--- src/ubg_pkg.sv ---
package ubg_pkg;

  // Register byte offsets
  localparam logic [7:0] ADDR_CTRL = 8'h00;
  localparam logic [7:0] ADDR_BAUD = 8'h04;
  localparam logic [7:0] ADDR_TXBUF = 8'h08;
  localparam logic [7:0] ADDR_STATUS = 8'h0C;

  // Field positions
  localparam int CTRL_SRST_BIT = 0;
  localparam int CTRL_OS16_BIT = 1;
  localparam int BAUD_PRE_LSB = 0;
  localparam int BAUD_BRF_LSB = 16;
  localparam int BAUD_BRS_LSB = 24;
  localparam int STAT_READY_BIT = 0;
  localparam int STAT_BUSY_BIT = 1;
  localparam int STAT_MON_LSB = 8;

  // Values after reset
  localparam logic [31:0] CTRL_RESET = 32'h00000001;
  localparam logic [31:0] BAUD_RESET = 32'h00000000;

  // Counts
  localparam logic [3:0] FRAME_TAIL_BITS = 4'h9;
  localparam logic [3:0] X16_LAST = 4'hF;
  localparam logic [3:0] X16_SMP_FIRST = 4'h6;
  localparam logic [3:0] X16_SMP_MID = 4'h7;
  localparam logic [3:0] X16_SMP_LAST = 4'h8;

  // AHB-Lite transfer type bit for NONSEQ/SEQ
  localparam int HTRANS_ACTIVE_BIT = 1;

  // Generator configuration
  typedef struct packed {
    logic os16;
    logic [15:0] presc;
    logic [3:0] brf;
    logic [7:0] brs;
  } ubg_cfg_t;

  // Three sample strobes of one bit
  typedef struct packed {
    logic first;
    logic mid;
    logic last;
  } ubg_smp_t;

  typedef enum logic [3:0] {
    ST_OFF = 4'b0001,
    ST_IDLE = 4'b0010,
    ST_LOAD = 4'b0100,
    ST_SEND = 4'b1000
  } ubg_state_t;

  // Majority of three samples
  function automatic logic ubg_major(input logic a, input logic b, input logic c);
    ubg_major = (a & b) | (a & c) | (b & c);
  endfunction

endpackage

--- src/ubg_gen.sv ---
`timescale 1ns/1ps
`default_nettype none
module ubg_gen
  import ubg_pkg::*;
(
  // Clock and reset
  input wire logic clk,
  input wire logic rst,
  // Control
  input wire logic run,
  input wire logic restart,
  input wire ubg_pkg::ubg_cfg_t cfg,
  // Timing outputs
  output logic bit_tick,
  output logic x16_tick,
  output ubg_pkg::ubg_smp_t smp
);
  logic [16:0] cnt_r;
  logic [3:0] sub_r;
  logic [2:0] idx_r;
  logic m_bit;
  logic f_bit;
  logic [16:0] per_lf;
  logic [16:0] per_16;
  logic [16:0] mid_lf;

  // Period in source clocks, never below one
  function automatic logic [16:0] per_of(input logic [15:0] p, input logic a, input logic b);
    logic [16:0] s;
    s = {1'b0, p} + {16'h0000, a} + {16'h0000, b};
    per_of = (s == 17'h00000) ? 17'h00001 : s;
  endfunction

  // Modulation bits: second stage MSB first, first stage j < field
  always_comb begin
    m_bit = cfg.brs[3'h7 - idx_r];
    f_bit = (sub_r < cfg.brf);
    per_lf = per_of(cfg.presc, m_bit, 1'b0);
    per_16 = per_of(cfg.presc, f_bit, (sub_r == X16_LAST) & m_bit);
    mid_lf = per_lf >> 1;
  end

  // Period ends and sample strobes
  always_comb begin
    if (!cfg.os16) begin
      x16_tick = 1'b0;
      bit_tick = run & (cnt_r == per_lf - 17'h00001);
      smp.first = run & (cnt_r == mid_lf - 17'h00001);
      smp.mid = run & (cnt_r == mid_lf);
      smp.last = run & (cnt_r == mid_lf + 17'h00001);
    end else begin
      x16_tick = run & (cnt_r == per_16 - 17'h00001);
      bit_tick = x16_tick & (sub_r == X16_LAST);
      smp.first = x16_tick & (sub_r == X16_SMP_FIRST);
      smp.mid = x16_tick & (sub_r == X16_SMP_MID);
      smp.last = x16_tick & (sub_r == X16_SMP_LAST);
    end
  end

  // Source clock counter, held clear while stopped
  always_ff @(posedge clk or posedge rst) begin
    if (rst) begin
      cnt_r <= 17'h00000;
    end else if (!run) begin
      cnt_r <= 17'h00000;
    end else if (bit_tick | x16_tick) begin
      cnt_r <= 17'h00000;
    end else begin
      cnt_r <= cnt_r + 17'h00001;
    end
  end

  // Sixteen-times step counter, restarts with each bit
  always_ff @(posedge clk or posedge rst) begin
    if (rst) begin
      sub_r <= 4'h0;
    end else if (!run) begin
      sub_r <= 4'h0;
    end else if (x16_tick) begin
      sub_r <= sub_r + 4'h1;
    end
  end

  // Pattern index, wraps after eight and restarts at start bit
  always_ff @(posedge clk or posedge rst) begin
    if (rst) begin
      idx_r <= 3'h0;
    end else if (!run) begin
      idx_r <= 3'h0;
    end else if (bit_tick) begin
      idx_r <= restart ? 3'h0 : idx_r + 3'h1;
    end
  end
endmodule
`default_nettype wire

--- src/ubg_top.sv ---
`timescale 1ns/1ps
`default_nettype none
module ubg_top
  import ubg_pkg::*;
(
  // Clock and reset
  input wire logic CLK,
  input wire logic RST,
  // AHB-Lite slave
  input wire logic HSEL,
  input wire logic [31:0] HADDR,
  input wire logic [1:0] HTRANS,
  input wire logic HWRITE,
  input wire logic [2:0] HSIZE,
  input wire logic [31:0] HWDATA,
  input wire logic HREADY,
  output logic [31:0] HRDATA,
  output logic HREADYOUT,
  output logic HRESP,
  // Serial line
  output logic TXD,
  input wire logic RXD
);
  import ubg_pkg::*;

  ubg_state_t state_r;
  ubg_state_t state_nxt;
  logic [31:0] ctrl_r;
  logic [31:0] baud_r;
  logic [7:0] buf_r;
  logic buf_full_r;
  logic [8:0] shift_r;
  logic [3:0] left_r;
  logic txd_r;
  logic [7:0] mon_r;
  logic [31:0] hrdata_r;
  logic hreadyout_r;
  logic hresp_r;
  logic wr_pend_r;
  logic [7:0] waddr_r;
  logic rx_meta_r;
  logic rx_sync_r;
  logic port_soft_reset;
  logic oversample_select;
  ubg_cfg_t cfg;
  ubg_smp_t smp;
  logic bit_clock;
  logic bit_clock_x16;
  logic gen_run;
  logic load;
  logic frame_end;
  logic addr_ok;
  logic wr_buf;
  logic voted;
  logic vote_valid;
  logic [31:0] rd_val;

  // Control fields and generator configuration
  assign port_soft_reset = ctrl_r[CTRL_SRST_BIT];
  assign oversample_select = ctrl_r[CTRL_OS16_BIT];
  assign cfg.os16 = oversample_select;
  assign cfg.presc = baud_r[BAUD_PRE_LSB +: 16];
  assign cfg.brf = baud_r[BAUD_BRF_LSB +: 4];
  assign cfg.brs = baud_r[BAUD_BRS_LSB +: 8];

  // Bus request qualification
  assign addr_ok = HSEL & HTRANS[HTRANS_ACTIVE_BIT] & HREADY;
  assign wr_buf = wr_pend_r & (waddr_r == ADDR_TXBUF) & ~port_soft_reset;

  // Transmit events
  assign gen_run = (state_r == ST_LOAD) | (state_r == ST_SEND);
  assign frame_end = (state_r == ST_SEND) & bit_clock & (left_r == 4'h0);
  assign load = bit_clock & ((state_r == ST_LOAD) | (frame_end & buf_full_r));

  // Bit clock generator
  ubg_gen u_gen (
    .clk(CLK),
    .rst(RST),
    .run(gen_run),
    .restart(load),
    .cfg(cfg),
    .bit_tick(bit_clock),
    .x16_tick(bit_clock_x16),
    .smp(smp)
  );

  // Majority vote of the line during each bit
  ubg_vote u_vote (
    .clk(CLK),
    .rst(RST),
    .line(rx_sync_r),
    .smp(smp),
    .voted(voted),
    .valid(vote_valid)
  );

  // Two-stage synchroniser for the line input
  always_ff @(posedge CLK or posedge RST) begin
    if (RST) begin
      rx_meta_r <= 1'b1;
      rx_sync_r <= 1'b1;
    end else begin
      rx_meta_r <= RXD;
      rx_sync_r <= rx_meta_r;
    end
  end

  // Transmit state machine next state
  always_comb begin
    state_nxt = state_r;
    unique case (state_r)
      ST_OFF: begin
        if (!port_soft_reset) state_nxt = ST_IDLE;
      end
      ST_IDLE: begin
        if (wr_buf) state_nxt = ST_LOAD;
      end
      ST_LOAD: begin
        if (load) state_nxt = ST_SEND;
      end
      ST_SEND: begin
        if (frame_end && !buf_full_r) state_nxt = ST_IDLE;
      end
      default: begin
        state_nxt = ST_OFF;
      end
    endcase
    if (port_soft_reset) state_nxt = ST_OFF;
  end

  // Transmit state register
  always_ff @(posedge CLK or posedge RST) begin
    if (RST) begin
      state_r <= ST_OFF;
    end else begin
      state_r <= state_nxt;
    end
  end

  // Transmit buffer; a write in the load cycle keeps the buffer full
  always_ff @(posedge CLK or posedge RST) begin
    if (RST) begin
      buf_r <= 8'h00;
      buf_full_r <= 1'b0;
    end else if (port_soft_reset) begin
      buf_full_r <= 1'b0;
    end else if (wr_buf) begin
      buf_r <= HWDATA[7:0];
      buf_full_r <= 1'b1;
    end else if (load) begin
      buf_full_r <= 1'b0;
    end
  end

  // Shift register and line driver
  always_ff @(posedge CLK or posedge RST) begin
    if (RST) begin
      shift_r <= 9'h1FF;
      left_r <= 4'h0;
      txd_r <= 1'b1;
    end else if (port_soft_reset) begin
      shift_r <= 9'h1FF;
      left_r <= 4'h0;
      txd_r <= 1'b1;
    end else if (load) begin
      shift_r <= {1'b1, buf_r};
      left_r <= FRAME_TAIL_BITS;
      txd_r <= 1'b0;
    end else if (frame_end) begin
      txd_r <= 1'b1;
    end else if ((state_r == ST_SEND) && bit_clock) begin
      txd_r <= shift_r[0];
      shift_r <= {1'b1, shift_r[8:1]};
      left_r <= left_r - 4'h1;
    end
  end

  // Monitor byte of voted line bits, newest in the top bit
  always_ff @(posedge CLK or posedge RST) begin
    if (RST) begin
      mon_r <= 8'hFF;
    end else if (vote_valid) begin
      mon_r <= {voted, mon_r[7:1]};
    end
  end

  // Write-side address phase capture
  always_ff @(posedge CLK or posedge RST) begin
    if (RST) begin
      wr_pend_r <= 1'b0;
      waddr_r <= 8'h00;
    end else begin
      wr_pend_r <= addr_ok & HWRITE;
      if (addr_ok) waddr_r <= HADDR[7:0];
    end
  end

  // Control and baud registers
  always_ff @(posedge CLK or posedge RST) begin
    if (RST) begin
      ctrl_r <= CTRL_RESET;
      baud_r <= BAUD_RESET;
    end else if (wr_pend_r) begin
      if (waddr_r == ADDR_CTRL) begin
        ctrl_r <= {30'h00000000, HWDATA[CTRL_OS16_BIT], HWDATA[CTRL_SRST_BIT]};
      end
      if (waddr_r == ADDR_BAUD) begin
        baud_r <= {HWDATA[31:24], 4'h0, HWDATA[19:16], HWDATA[15:0]};
      end
    end
  end

  // Read multiplexer; unmapped offsets read zero
  always_comb begin
    rd_val = 32'h00000000;
    unique case (HADDR[7:0])
      ADDR_CTRL: rd_val = ctrl_r;
      ADDR_BAUD: rd_val = baud_r;
      ADDR_TXBUF: rd_val = {24'h000000, buf_r};
      ADDR_STATUS: begin
        rd_val[STAT_READY_BIT] = ~buf_full_r;
        rd_val[STAT_BUSY_BIT] = gen_run;
        rd_val[STAT_MON_LSB +: 8] = mon_r;
      end
      default: rd_val = 32'h00000000;
    endcase
  end

  // Read data and response registers
  always_ff @(posedge CLK or posedge RST) begin
    if (RST) begin
      hrdata_r <= 32'h00000000;
      hreadyout_r <= 1'b0;
      hresp_r <= 1'b0;
    end else begin
      hreadyout_r <= 1'b1;
      hresp_r <= 1'b0; // Every transfer answers OKAY
      if (addr_ok && !HWRITE) hrdata_r <= rd_val;
    end
  end

  // Outputs
  assign HRDATA = hrdata_r;
  assign HREADYOUT = hreadyout_r;
  assign HRESP = hresp_r;
  assign TXD = txd_r;
endmodule
`default_nettype wire

--- src/ubg_vote.sv ---
`timescale 1ns/1ps
`default_nettype none
module ubg_vote
  import ubg_pkg::*;
(
  // Clock and reset
  input wire logic clk,
  input wire logic rst,
  // Synchronised line and strobes
  input wire logic line,
  input wire ubg_pkg::ubg_smp_t smp,
  // Voted bit
  output logic voted,
  output logic valid
);
  logic s0_r;
  logic s1_r;

  // Hold first two samples
  always_ff @(posedge clk or posedge rst) begin
    if (rst) begin
      s0_r <= 1'b1;
      s1_r <= 1'b1;
    end else begin
      if (smp.first) s0_r <= line;
      if (smp.mid) s1_r <= line;
    end
  end

  // Decide the bit on the third sample
  always_ff @(posedge clk or posedge rst) begin
    if (rst) begin
      voted <= 1'b1;
      valid <= 1'b0;
    end else begin
      valid <= smp.last;
      if (smp.last) voted <= ubg_major(s0_r, s1_r, line);
    end
  end
endmodule
`default_nettype wire
--- config.mk ---
export PLATFORM = sky130hd
export DESIGN_NAME = ubg_top
export DESIGN_NICKNAME = d
export VERILOG_FILES = /design/src/ubg_pkg.sv /design/src/ubg_gen.sv /design/src/ubg_top.sv /design/src/ubg_vote.sv
export SDC_FILE = /design/constraint.sdc
export NUM_CORES = 1
export LEC_CHECK = 0
export ABC_AREA = 1
export BUFFER_PORTS_ARGS = -buffer_cell sky130_fd_sc_hd__buf_2
export CORE_MARGIN = 2
export CORE_UTILIZATION = 48
export CTS_CLUSTER_DIAMETER = 120
export CTS_CLUSTER_SIZE = 16
export DETAILED_ROUTE_END_ITERATION = 10
export GPL_TIMING_DRIVEN = 0
export PLACE_DENSITY = 0.68
export SLEW_MARGIN = 20
export SYNTH_ARGS = -nofsm -noshare
export SYNTH_HDL_FRONTEND = slang
export SYNTH_SLANG_ARGS = --single-unit
--- constraint.sdc ---
create_clock -name CLK -period 8.7 [get_ports CLK]
set_clock_uncertainty 0.1 [all_clocks]
set_input_delay 0.435 -clock CLK [delete_from_list [all_inputs] [get_ports CLK]]
set_output_delay 0.435 -clock CLK [all_outputs]
set_load 0.01 [all_outputs]
**Word-level counts from Yosys, hierarchy flattened**

Cells that the tools add are included.

- Input bits: 75
- Logic and storage cells: 145
- Flip-flop bits (word level): 137
- Output and inout bits: 35

- Muxes and demuxes: 38
- Equality and inequality tests: 24
- Bitwise logic cells: 29
- Reductions and logical operators: 18
- Add/subtract/negate cells: 12
- Magnitude comparators: 2

Operator list:

| operator | number |
|---|---|
| equality test 17 bit | 4 |
| 2-to-1 mux 17 bit | 4 |
| 2-to-1 mux 4 bit | 10 |
| 2-to-1 mux 9 bit | 4 |
| adder 16 x 1 -> 17 bit | 2 |
| logical NOT 17 bit | 2 |
| subtractor 17 x 1 -> 17 bit (second input constant) | 2 |
| equality test 8 x 4 -> 1 bit (second input constant) | 3 |
| bitwise AND 1 bit | 22 |
| adder 16 x 1 -> 17 bit (second input constant) | 1 |
| adder 17 x 1 -> 17 bit | 1 |
| adder 17 x 1 -> 17 bit (second input constant) | 1 |
| equality test 17 x 16 -> 1 bit | 1 |
| subtractor 16 x 1 -> 17 bit (second input constant) | 1 |
| equality test 8 x 3 -> 1 bit (second input constant) | 2 |
| logical NOT 8 bit | 2 |
| 2-to-1 mux 16 bit | 1 |
| one-hot mux 4 bit (4 select lines) | 1 |
| one-hot mux 8 bit (2 select lines) | 1 |
| equality test 4 x 3 -> 1 bit (second input constant) | 3 |
| equality test 4 bit (second input constant) | 3 |
| 2-to-1 mux 3 bit | 4 |
| one-hot mux 6 bit (2 select lines) | 1 |
| 2-to-1 mux 1 bit | 10 |
| 22 further kinds | 37 |

**Depth between registers and ports, before layout**

- Depth after elaboration: 20
- Mapped depth: 41

**Modules after synthesis**

A second synthesis with hierarchy kept.

- Cell total of the unflattened synthesis: 1,307
- Area total of the unflattened synthesis: 9,517.9 µm²

Modules (own cells, without submodules):

| module | area an instance (µm²) | cells an instance | times used |
|---|---|---|---|
| ubg_gen | 4,817.1 | 826 | 1 |
| ubg_top | 4,538.1 | 462 | 1 |
| ubg_vote | 162.7 | 19 | 1 |

**Worst setup path before layout**

No wires, ideal clock.

- Path kind: reg-to-reg
- Start point: register u_gen.idx_r[0]
- End point: register left_r[1]
- Cell stages (with the launch flop): 37
- Path slack: 3,834 ps
- Library setup time: 116 ps
- Arrival time: 4,650 ps
- Data required time: 8,484 ps
- Cells stage by stage: dfrtp_1 inv_1 a21oi_1 o21ai_0 nand2_1 nor2_1 a31oi_1 nand2_1 fa_1 inv_1 ha_1 nand3_1 nor2_4 nand2_1 nand2_1 nand2_1 nand3_1 inv_1 nand3_1 nor2_1 nor2_1 ha_1 nand3_1 nor3_2 xor2_1 or2_2 nand2_1 nor3_1 nand4_1 nand2_4 nand4_2 nand2_4 nand2_4 nand3_4 inv_4 nand2_1 nand2_1

- Cells in the longest elaborated chain, start to end: 19
- Elaborated cells on any way between the ends: 29
- Those cells by class: add/sub: 5; eq/ne: 3; mux: 7; bitwise: 9; reduce/logical: 5

RTL lines:

| what | RTL line | text |
|---|---|---|
| start: declaration | ubg_gen.sv:20 | `logic [2:0] idx_r;` |
| start signal: assignment | ubg_gen.sv:91 | `idx_r <= restart ? 3'h0 : idx_r + 3'h1;` |
| subtractor 3 bit * | ubg_gen.sv:36 | `m_bit = cfg.brs[3'h7 - idx_r];` |
| binary-select mux 1 bit (select 3 bit) * | ubg_gen.sv:36 |  |
| 2-to-1 mux 1 bit (implied by the code) * | ubg_gen.sv:36 |  |
| bitwise AND 1 bit | ubg_gen.sv:39 | `per_16 = per_of(cfg.presc, f_bit, (sub_r == X16_LAST) & m_bit);` |
| adder 17 x 1 -> 17 bit | ubg_gen.sv:30 | `s = {1'b0, p} + {16'h0000, a} + {16'h0000, b};` |
| logical NOT 17 bit | ubg_gen.sv:31 | `per_of = (s == 17'h00000) ? 17'h00001 : s;` |
| 2-to-1 mux 17 bit | ubg_gen.sv:31 |  |
| subtractor 17 x 1 -> 17 bit | ubg_gen.sv:52 | `x16_tick = run & (cnt_r == per_16 - 17'h00001);` |
| (+2 left out) | - |  |
| bitwise AND 1 bit | ubg_gen.sv:53 | `bit_tick = x16_tick & (sub_r == X16_LAST);` |
| 2-to-1 mux 1 bit * | ubg_gen.sv:45 | `if (!cfg.os16) begin` |
| bitwise AND 1 bit (2 in series) | ubg_top.sv:72 | `assign frame_end = (state_r == ST_SEND) & bit_clock & (left_r == 4'h0);` |
| bitwise AND 1 bit | ubg_top.sv:73 | `assign load = bit_clock & ((state_r == ST_LOAD) \| (frame_end & buf_full_r));` |
| bitwise OR 1 bit | ubg_top.sv:73 |  |
| bitwise AND 1 bit | ubg_top.sv:73 |  |
| != test 3 x 2 -> 1 bit (no line), or another cell as far along | - |  |
| AND reduction 2 bit (no line) or 2-to-1 mux 4 bit (tied branches) | - |  |
| end signal: assignment | ubg_top.sv:174 | `left_r <= left_r - 4'h1;` |
| end: declaration | ubg_top.sv:33 | `logic [3:0] left_r;` |

Every way passes the cells marked *; elsewhere a longest branch is shown, timed or not. The select of a mux whose other input is x is not followed.
A chain may end at the register's enable or synchronous reset.

**Final worst setup path**

- Start point: register u_gen.sub_r[1]
- End point: register u_gen.cnt_r[2]

- Cells in the longest elaborated chain, start to end: 13
- Elaborated cells on any way between the ends: 16
- Those cells by class: add/sub: 3; order compare: 1; eq/ne: 2; mux: 5; bitwise: 4; reduce/logical: 1

RTL lines:

| what | RTL line | text |
|---|---|---|
| start: declaration | ubg_gen.sv:19 | `logic [3:0] sub_r;` |
| start signal: assignment | ubg_gen.sv:80 | `sub_r <= sub_r + 4'h1;` |
| < comparator 4 bit or equality test 4 bit (tied branches) | ubg_gen.sv:37, ubg_gen.sv:39, ubg_gen.sv:53 |  |
| adder 16 x 1 -> 17 bit or bitwise AND 1 bit (tied branches) | ubg_gen.sv:30, ubg_gen.sv:39 |  |
| adder 17 x 1 -> 17 bit | ubg_gen.sv:30 |  |
| logical NOT 17 bit | ubg_gen.sv:31 |  |
| 2-to-1 mux 17 bit | ubg_gen.sv:31 |  |
| subtractor 17 x 1 -> 17 bit | ubg_gen.sv:52 |  |
| equality test 17 bit | ubg_gen.sv:52 |  |
| bitwise AND 1 bit | ubg_gen.sv:52 |  |
| bitwise AND 1 bit | ubg_gen.sv:53 |  |
| 2-to-1 mux 1 bit | ubg_gen.sv:45 |  |
| bitwise OR 1 bit * | ubg_gen.sv:66 | `end else if (bit_tick \| x16_tick) begin` |
| 2-to-1 mux 17 bit * | ubg_gen.sv:66 |  |
| 2-to-1 mux 17 bit * | ubg_gen.sv:64 | `end else if (!run) begin` |
| end signal: assignment | ubg_gen.sv:69 | `cnt_r <= cnt_r + 17'h00001;` |
| end: declaration | ubg_gen.sv:18 | `logic [16:0] cnt_r;` |

Every way passes the cells marked *; elsewhere a longest branch is shown, timed or not.

==> qor_table.md <==
| Quantity | This run | Unit |
|---|---|---|
| Instance count on the critical path | 28 | - |
| GPL Wtd Cong | 0.994 | - |
| Endpoint of the worst-slack reg-to-reg timing path | u_gen.cnt_r[2]$_DFF_PP0_ | - |
| Main flop type after synthesis | sky130_fd_sc_hd__dfrtp_1 | - |
| Number of optimization iterations in the first detailed-route pass | 6 | - |
| Total area of multi-input combinational cells | 0.00532 | mm^2 |
| Final hold violation count | 0 | - |
| Initial Util | 0.488 | - |
| Area share of the leading cell type in the synthesized netlist | 0.285 | - |
| Number of enable flip-flop cells after synthesis | 0 | - |
| Mean instance size in the synthesized netlist | 7.36 | um^2 |
| Ratio of cells with drive above 1 in the final layout | 0.171 | - |
| Distinct cell type count of the synthesized netlist | 58 | - |
| Routed wire length per instance | 16.0 | um |
| Sum Neg Setup Slack | 0 | ns |
| Number of resized instances in the post-cts repair step | 0 | - |
| Post-synthesis async set-or-reset flop share | 1.00 | - |
| Post-synthesis to final-layout area growth | 14.3 | % |
| WP buf/inv | 4 | - |
| Mapped Area | 0.00950 | mm^2 |
| Synth top area cells | sky130_fd_sc_hd__dfrtp_1 28%, sky130_fd_sc_hd__nand2_1 12%, sky130_fd_sc_hd__inv_1 7.2% | - |
| Standard cell with the maximum stage delay on the critical path | sky130_fd_sc_hd__nor3_1 | - |
| Number of diodes | 0 | - |
| Global-route wire length before repair | 43000 | um |
| Clk_lat worst skew | 0.43 | ns |
| Total power per unit cell area | 145 | mW/mm^2 |
| Proportion of synthesized chip area in sequential cells | 0.351 | - |
| Hpwl dp | 21100 | um |
| Relative slew slack | 0.380 | - |
| Total number of placement rows | 51 | - |
| Result of the run | finished, final reports clean | - |
| Kind of capture point of the worst setup path | register | - |
| Worst Hold End | wr_pend_r$_DFF_PP0_ | - |
| Hold Path Class | in2reg | - |
| Most repeated library cell on the critical path | sky130_fd_sc_hd__nand2_1 | - |
| Post-layout nets | 1481 | - |
| Fin crit period | 6.74 | ns |
| Post-layout total power | 1.58 | mW |
| Clock-pin transition on the worst setup and hold timing paths | 0.07 | ns |
| Area of the core region | 0.0195 | mm^2 |
| Reg-to-reg setup timing slack | 1.96 | ns |
| DRC violations left | 0 | - |
| Largest stage delay, worst path | 0.70 | ns |
| Clock tree from TritonCTS | yes | - |
| Launch point of the worst reg-to-reg path | u_gen.sub_r[1]$_DFFE_PP0P_ | - |
| Top-count cell post-synth | sky130_fd_sc_hd__nand2_1 | - |
| Hold Path Origin | HWRITE | - |
| DRC marker count from the first detailed-route iteration | 856 | - |
| DIE AREA | 0.0209 | mm^2 |
| Endpoint arrival time on the critical path | 6.90 | ns |
| Placed cell area | 0.0102 | mm^2 |
| Synth cell count leaders | 297 x sky130_fd_sc_hd__nand2_1, 182 x sky130_fd_sc_hd__inv_1, 127 x sky130_fd_sc_hd__nor2_1 | - |
| Worst-path maximum fanout | 10 | - |
| Fill cell count | 1814 | - |
| Die outline height | 145 | um |
| Number of placed cells counting well taps | 1632 | - |
| Actual slew at the worst max-slew pin | 0.924 | ns |
| Root cell of the clock tree | sky130_fd_sc_hd__clkbuf_16 | - |
| Die X | 145 | um |
| Worst-case hold slack | 0.127 | ns |
| Via count of the first global-routing pass | 8232 | - |
| #FFs+latches synth | 132 | - |
| Cells after Synth | 1290 | - |
| Final ANT Viol Nets | 0 | - |
| Number of warning messages in the yosys log | 0 | - |
| CTS buffer count | 17 | - |
| Dominant cell type by area after synthesis | sky130_fd_sc_hd__dfrtp_1 | - |
| WHS Path Cells | 3 | - |
| Start-to-end type of the worst setup path | reg2reg | - |
| Number of standard cells in the final layout excluding fillers | 1666 | - |
| Final critical-path share of the clock period | 0.774 | - |
| Largest net degree at the start of global routing | 74 | - |
| Footprint of the flip-flops and latches | 0.00333 | mm^2 |
| Maximum vdd ir drop | 0.138 | mV |
| Area of all placed cells without fillers | 0.0109 | mm^2 |
| Number of buffers inserted by post-CTS setup repair | 0 | - |
| Hold Buf Count CTS | 2 | - |
| Number of max-slew violations in the final report | 0 | - |
| Vias per std cell | 5.33 | - |
| Pleak | 5.16 | nW |
| Sort of element at the start of the critical path | register | - |
| Routed via count | 8875 | - |
| Maximum root-to-sink buffer count | 2 | - |
| Highest attainable clock frequency | 148 | MHz |
| Total detailed-routing wirelength | 26700 | um |
| Clock sink total | 132 | - |
| Final setup viols | 0 | - |
| Initial antenna violation count | 0 | - |
| Cells on worst reg2reg path | 28 | - |
| Congestion Overflow GR | 0 | - |
| Number of maximum-capacitance violations | 0 | - |
| Setup repair after global routing missed its margin | no | - |
| I/O pin cnt | 110 | - |
| H-tree Lvls | 4 | - |
| Overall global routing resource usage | 0.268 | - |
| Port Buffers | 72 | - |
| Data required time at the worst endpoint | 8.86 | ns |
| Family with the most delay on the worst path | simple AND/OR/NAND/NOR gates | - |
-- layout make-up --
class                   instances  share of cell area
plain buffers                  31              0.0141
clock buffers                  21              0.0424
clock inverters                11              0.0128
inverters                     186              0.0652
multi-input cells             945               0.490
flip-flops and latches        132               0.307
well taps                     265              0.0305
repair buffers                 75              0.0376
-- through the flow --
step           utilization  worst slack (ns)
2_1_floorplan            -              3.83
3_3_place_gp         0.524              2.32
3_5_place_dp         0.526              2.30
4_1_cts              0.558              2.22
5_1_grt              0.558              1.56
6_report             0.558              1.96
-- routing by layer --
metal  share of wire  GRT usage  up-vias
met1            0.48      0.384     4149
met5               0          0        -
met2            0.45      0.423      303
met3           0.056     0.0438       36
li1                -          -     4387
met4           0.016     0.0720        0
-- logic make-up after synthesis --
| group | Yosys count | share of synthesized area |
|---|---|---|
| other cells | 2 | 0.000791 |
| mux | 30 | 0.0356 |
| buf+inv | 217 | 0.0899 |
| fa+ha+maj | 19 | 0.0256 |
| xor+xnor | 85 | 0.0800 |
| compound gates | 130 | 0.0822 |
| simple gates | 675 | 0.335 |
| flops | 132 | 0.351 |
-- worst max path at each step --
stage / startpoint / end / slack [ns]
finish: u_gen.sub_r[1]$_DFFE_PP0P_ / u_gen.cnt_r[2]$_DFF_PP0_ / 1.96
global route: u_gen.sub_r[1]$_DFFE_PP0P_ / u_gen.cnt_r[2]$_DFF_PP0_ / 1.56
CTS: u_gen.sub_r[1]$_DFFE_PP0P_ / u_gen.cnt_r[13]$_DFF_PP0_ / 2.22
detailed placement: u_gen.sub_r[1]$_DFFE_PP0P_ / u_gen.cnt_r[16]$_DFF_PP0_ / 2.30
global placement: u_gen.sub_r[1]$_DFFE_PP0P_ / u_gen.cnt_r[13]$_DFF_PP0_ / 2.32
floorplan: u_gen.idx_r[0]$_DFFE_PP0P_ / left_r[1]$_DFFE_PP0P_ / 3.83
-- registers in the layout, indices dropped and copies added (netlist names), 2 cells and up --
register and flops:
shift_r 8, state_r 4, HRDATA 28, baud_r 28, buf_r 8, mon_r 8, waddr_r 8, ctrl_r 2
u_gen.sub_r 4, u_gen.cnt_r 17, left_r 4, u_gen.idx_r 3
-- where the power goes --
group	switching (mW)	internal, mW	leakage [nW]
registers	0.0135	0.633	1.63
clock network	0.292	0.444	0.288
logic	0.129	0.0658	3.24
-- worst reg2reg max path: cells and delay by family, from the launching register on --
kind / cells / cell delay, ns
and+or+nand+nor: 19 / 3.95
adders and majority gates: 4 / 1.09
buffers and inverters: 4 / 0.76
DFF: 1 / 0.44
xor gates and xnor gates: 1 / 0.23
-- layout by cell type (no fill, tap or decap), types with 20 or more instances in the layout --
cell,count
sky130_fd_sc_hd__xor2_1,73
sky130_fd_sc_hd__a21oi_1,21
sky130_fd_sc_hd__buf_2,74
sky130_fd_sc_hd__dfrtp_1,108
sky130_fd_sc_hd__clkbuf_1,22
sky130_fd_sc_hd__nor3_1,29
sky130_fd_sc_hd__dfstp_2,24
sky130_fd_sc_hd__o21ai_0,56
sky130_fd_sc_hd__nand4_1,38
sky130_fd_sc_hd__nand2_1,297
sky130_fd_sc_hd__nand2_2,20
sky130_fd_sc_hd__nor2_1,127
sky130_fd_sc_hd__inv_1,181
sky130_fd_sc_hd__mux2_2,30
sky130_fd_sc_hd__nand3_1,93
Note: power is estimated with default switching activity, not from simulation.
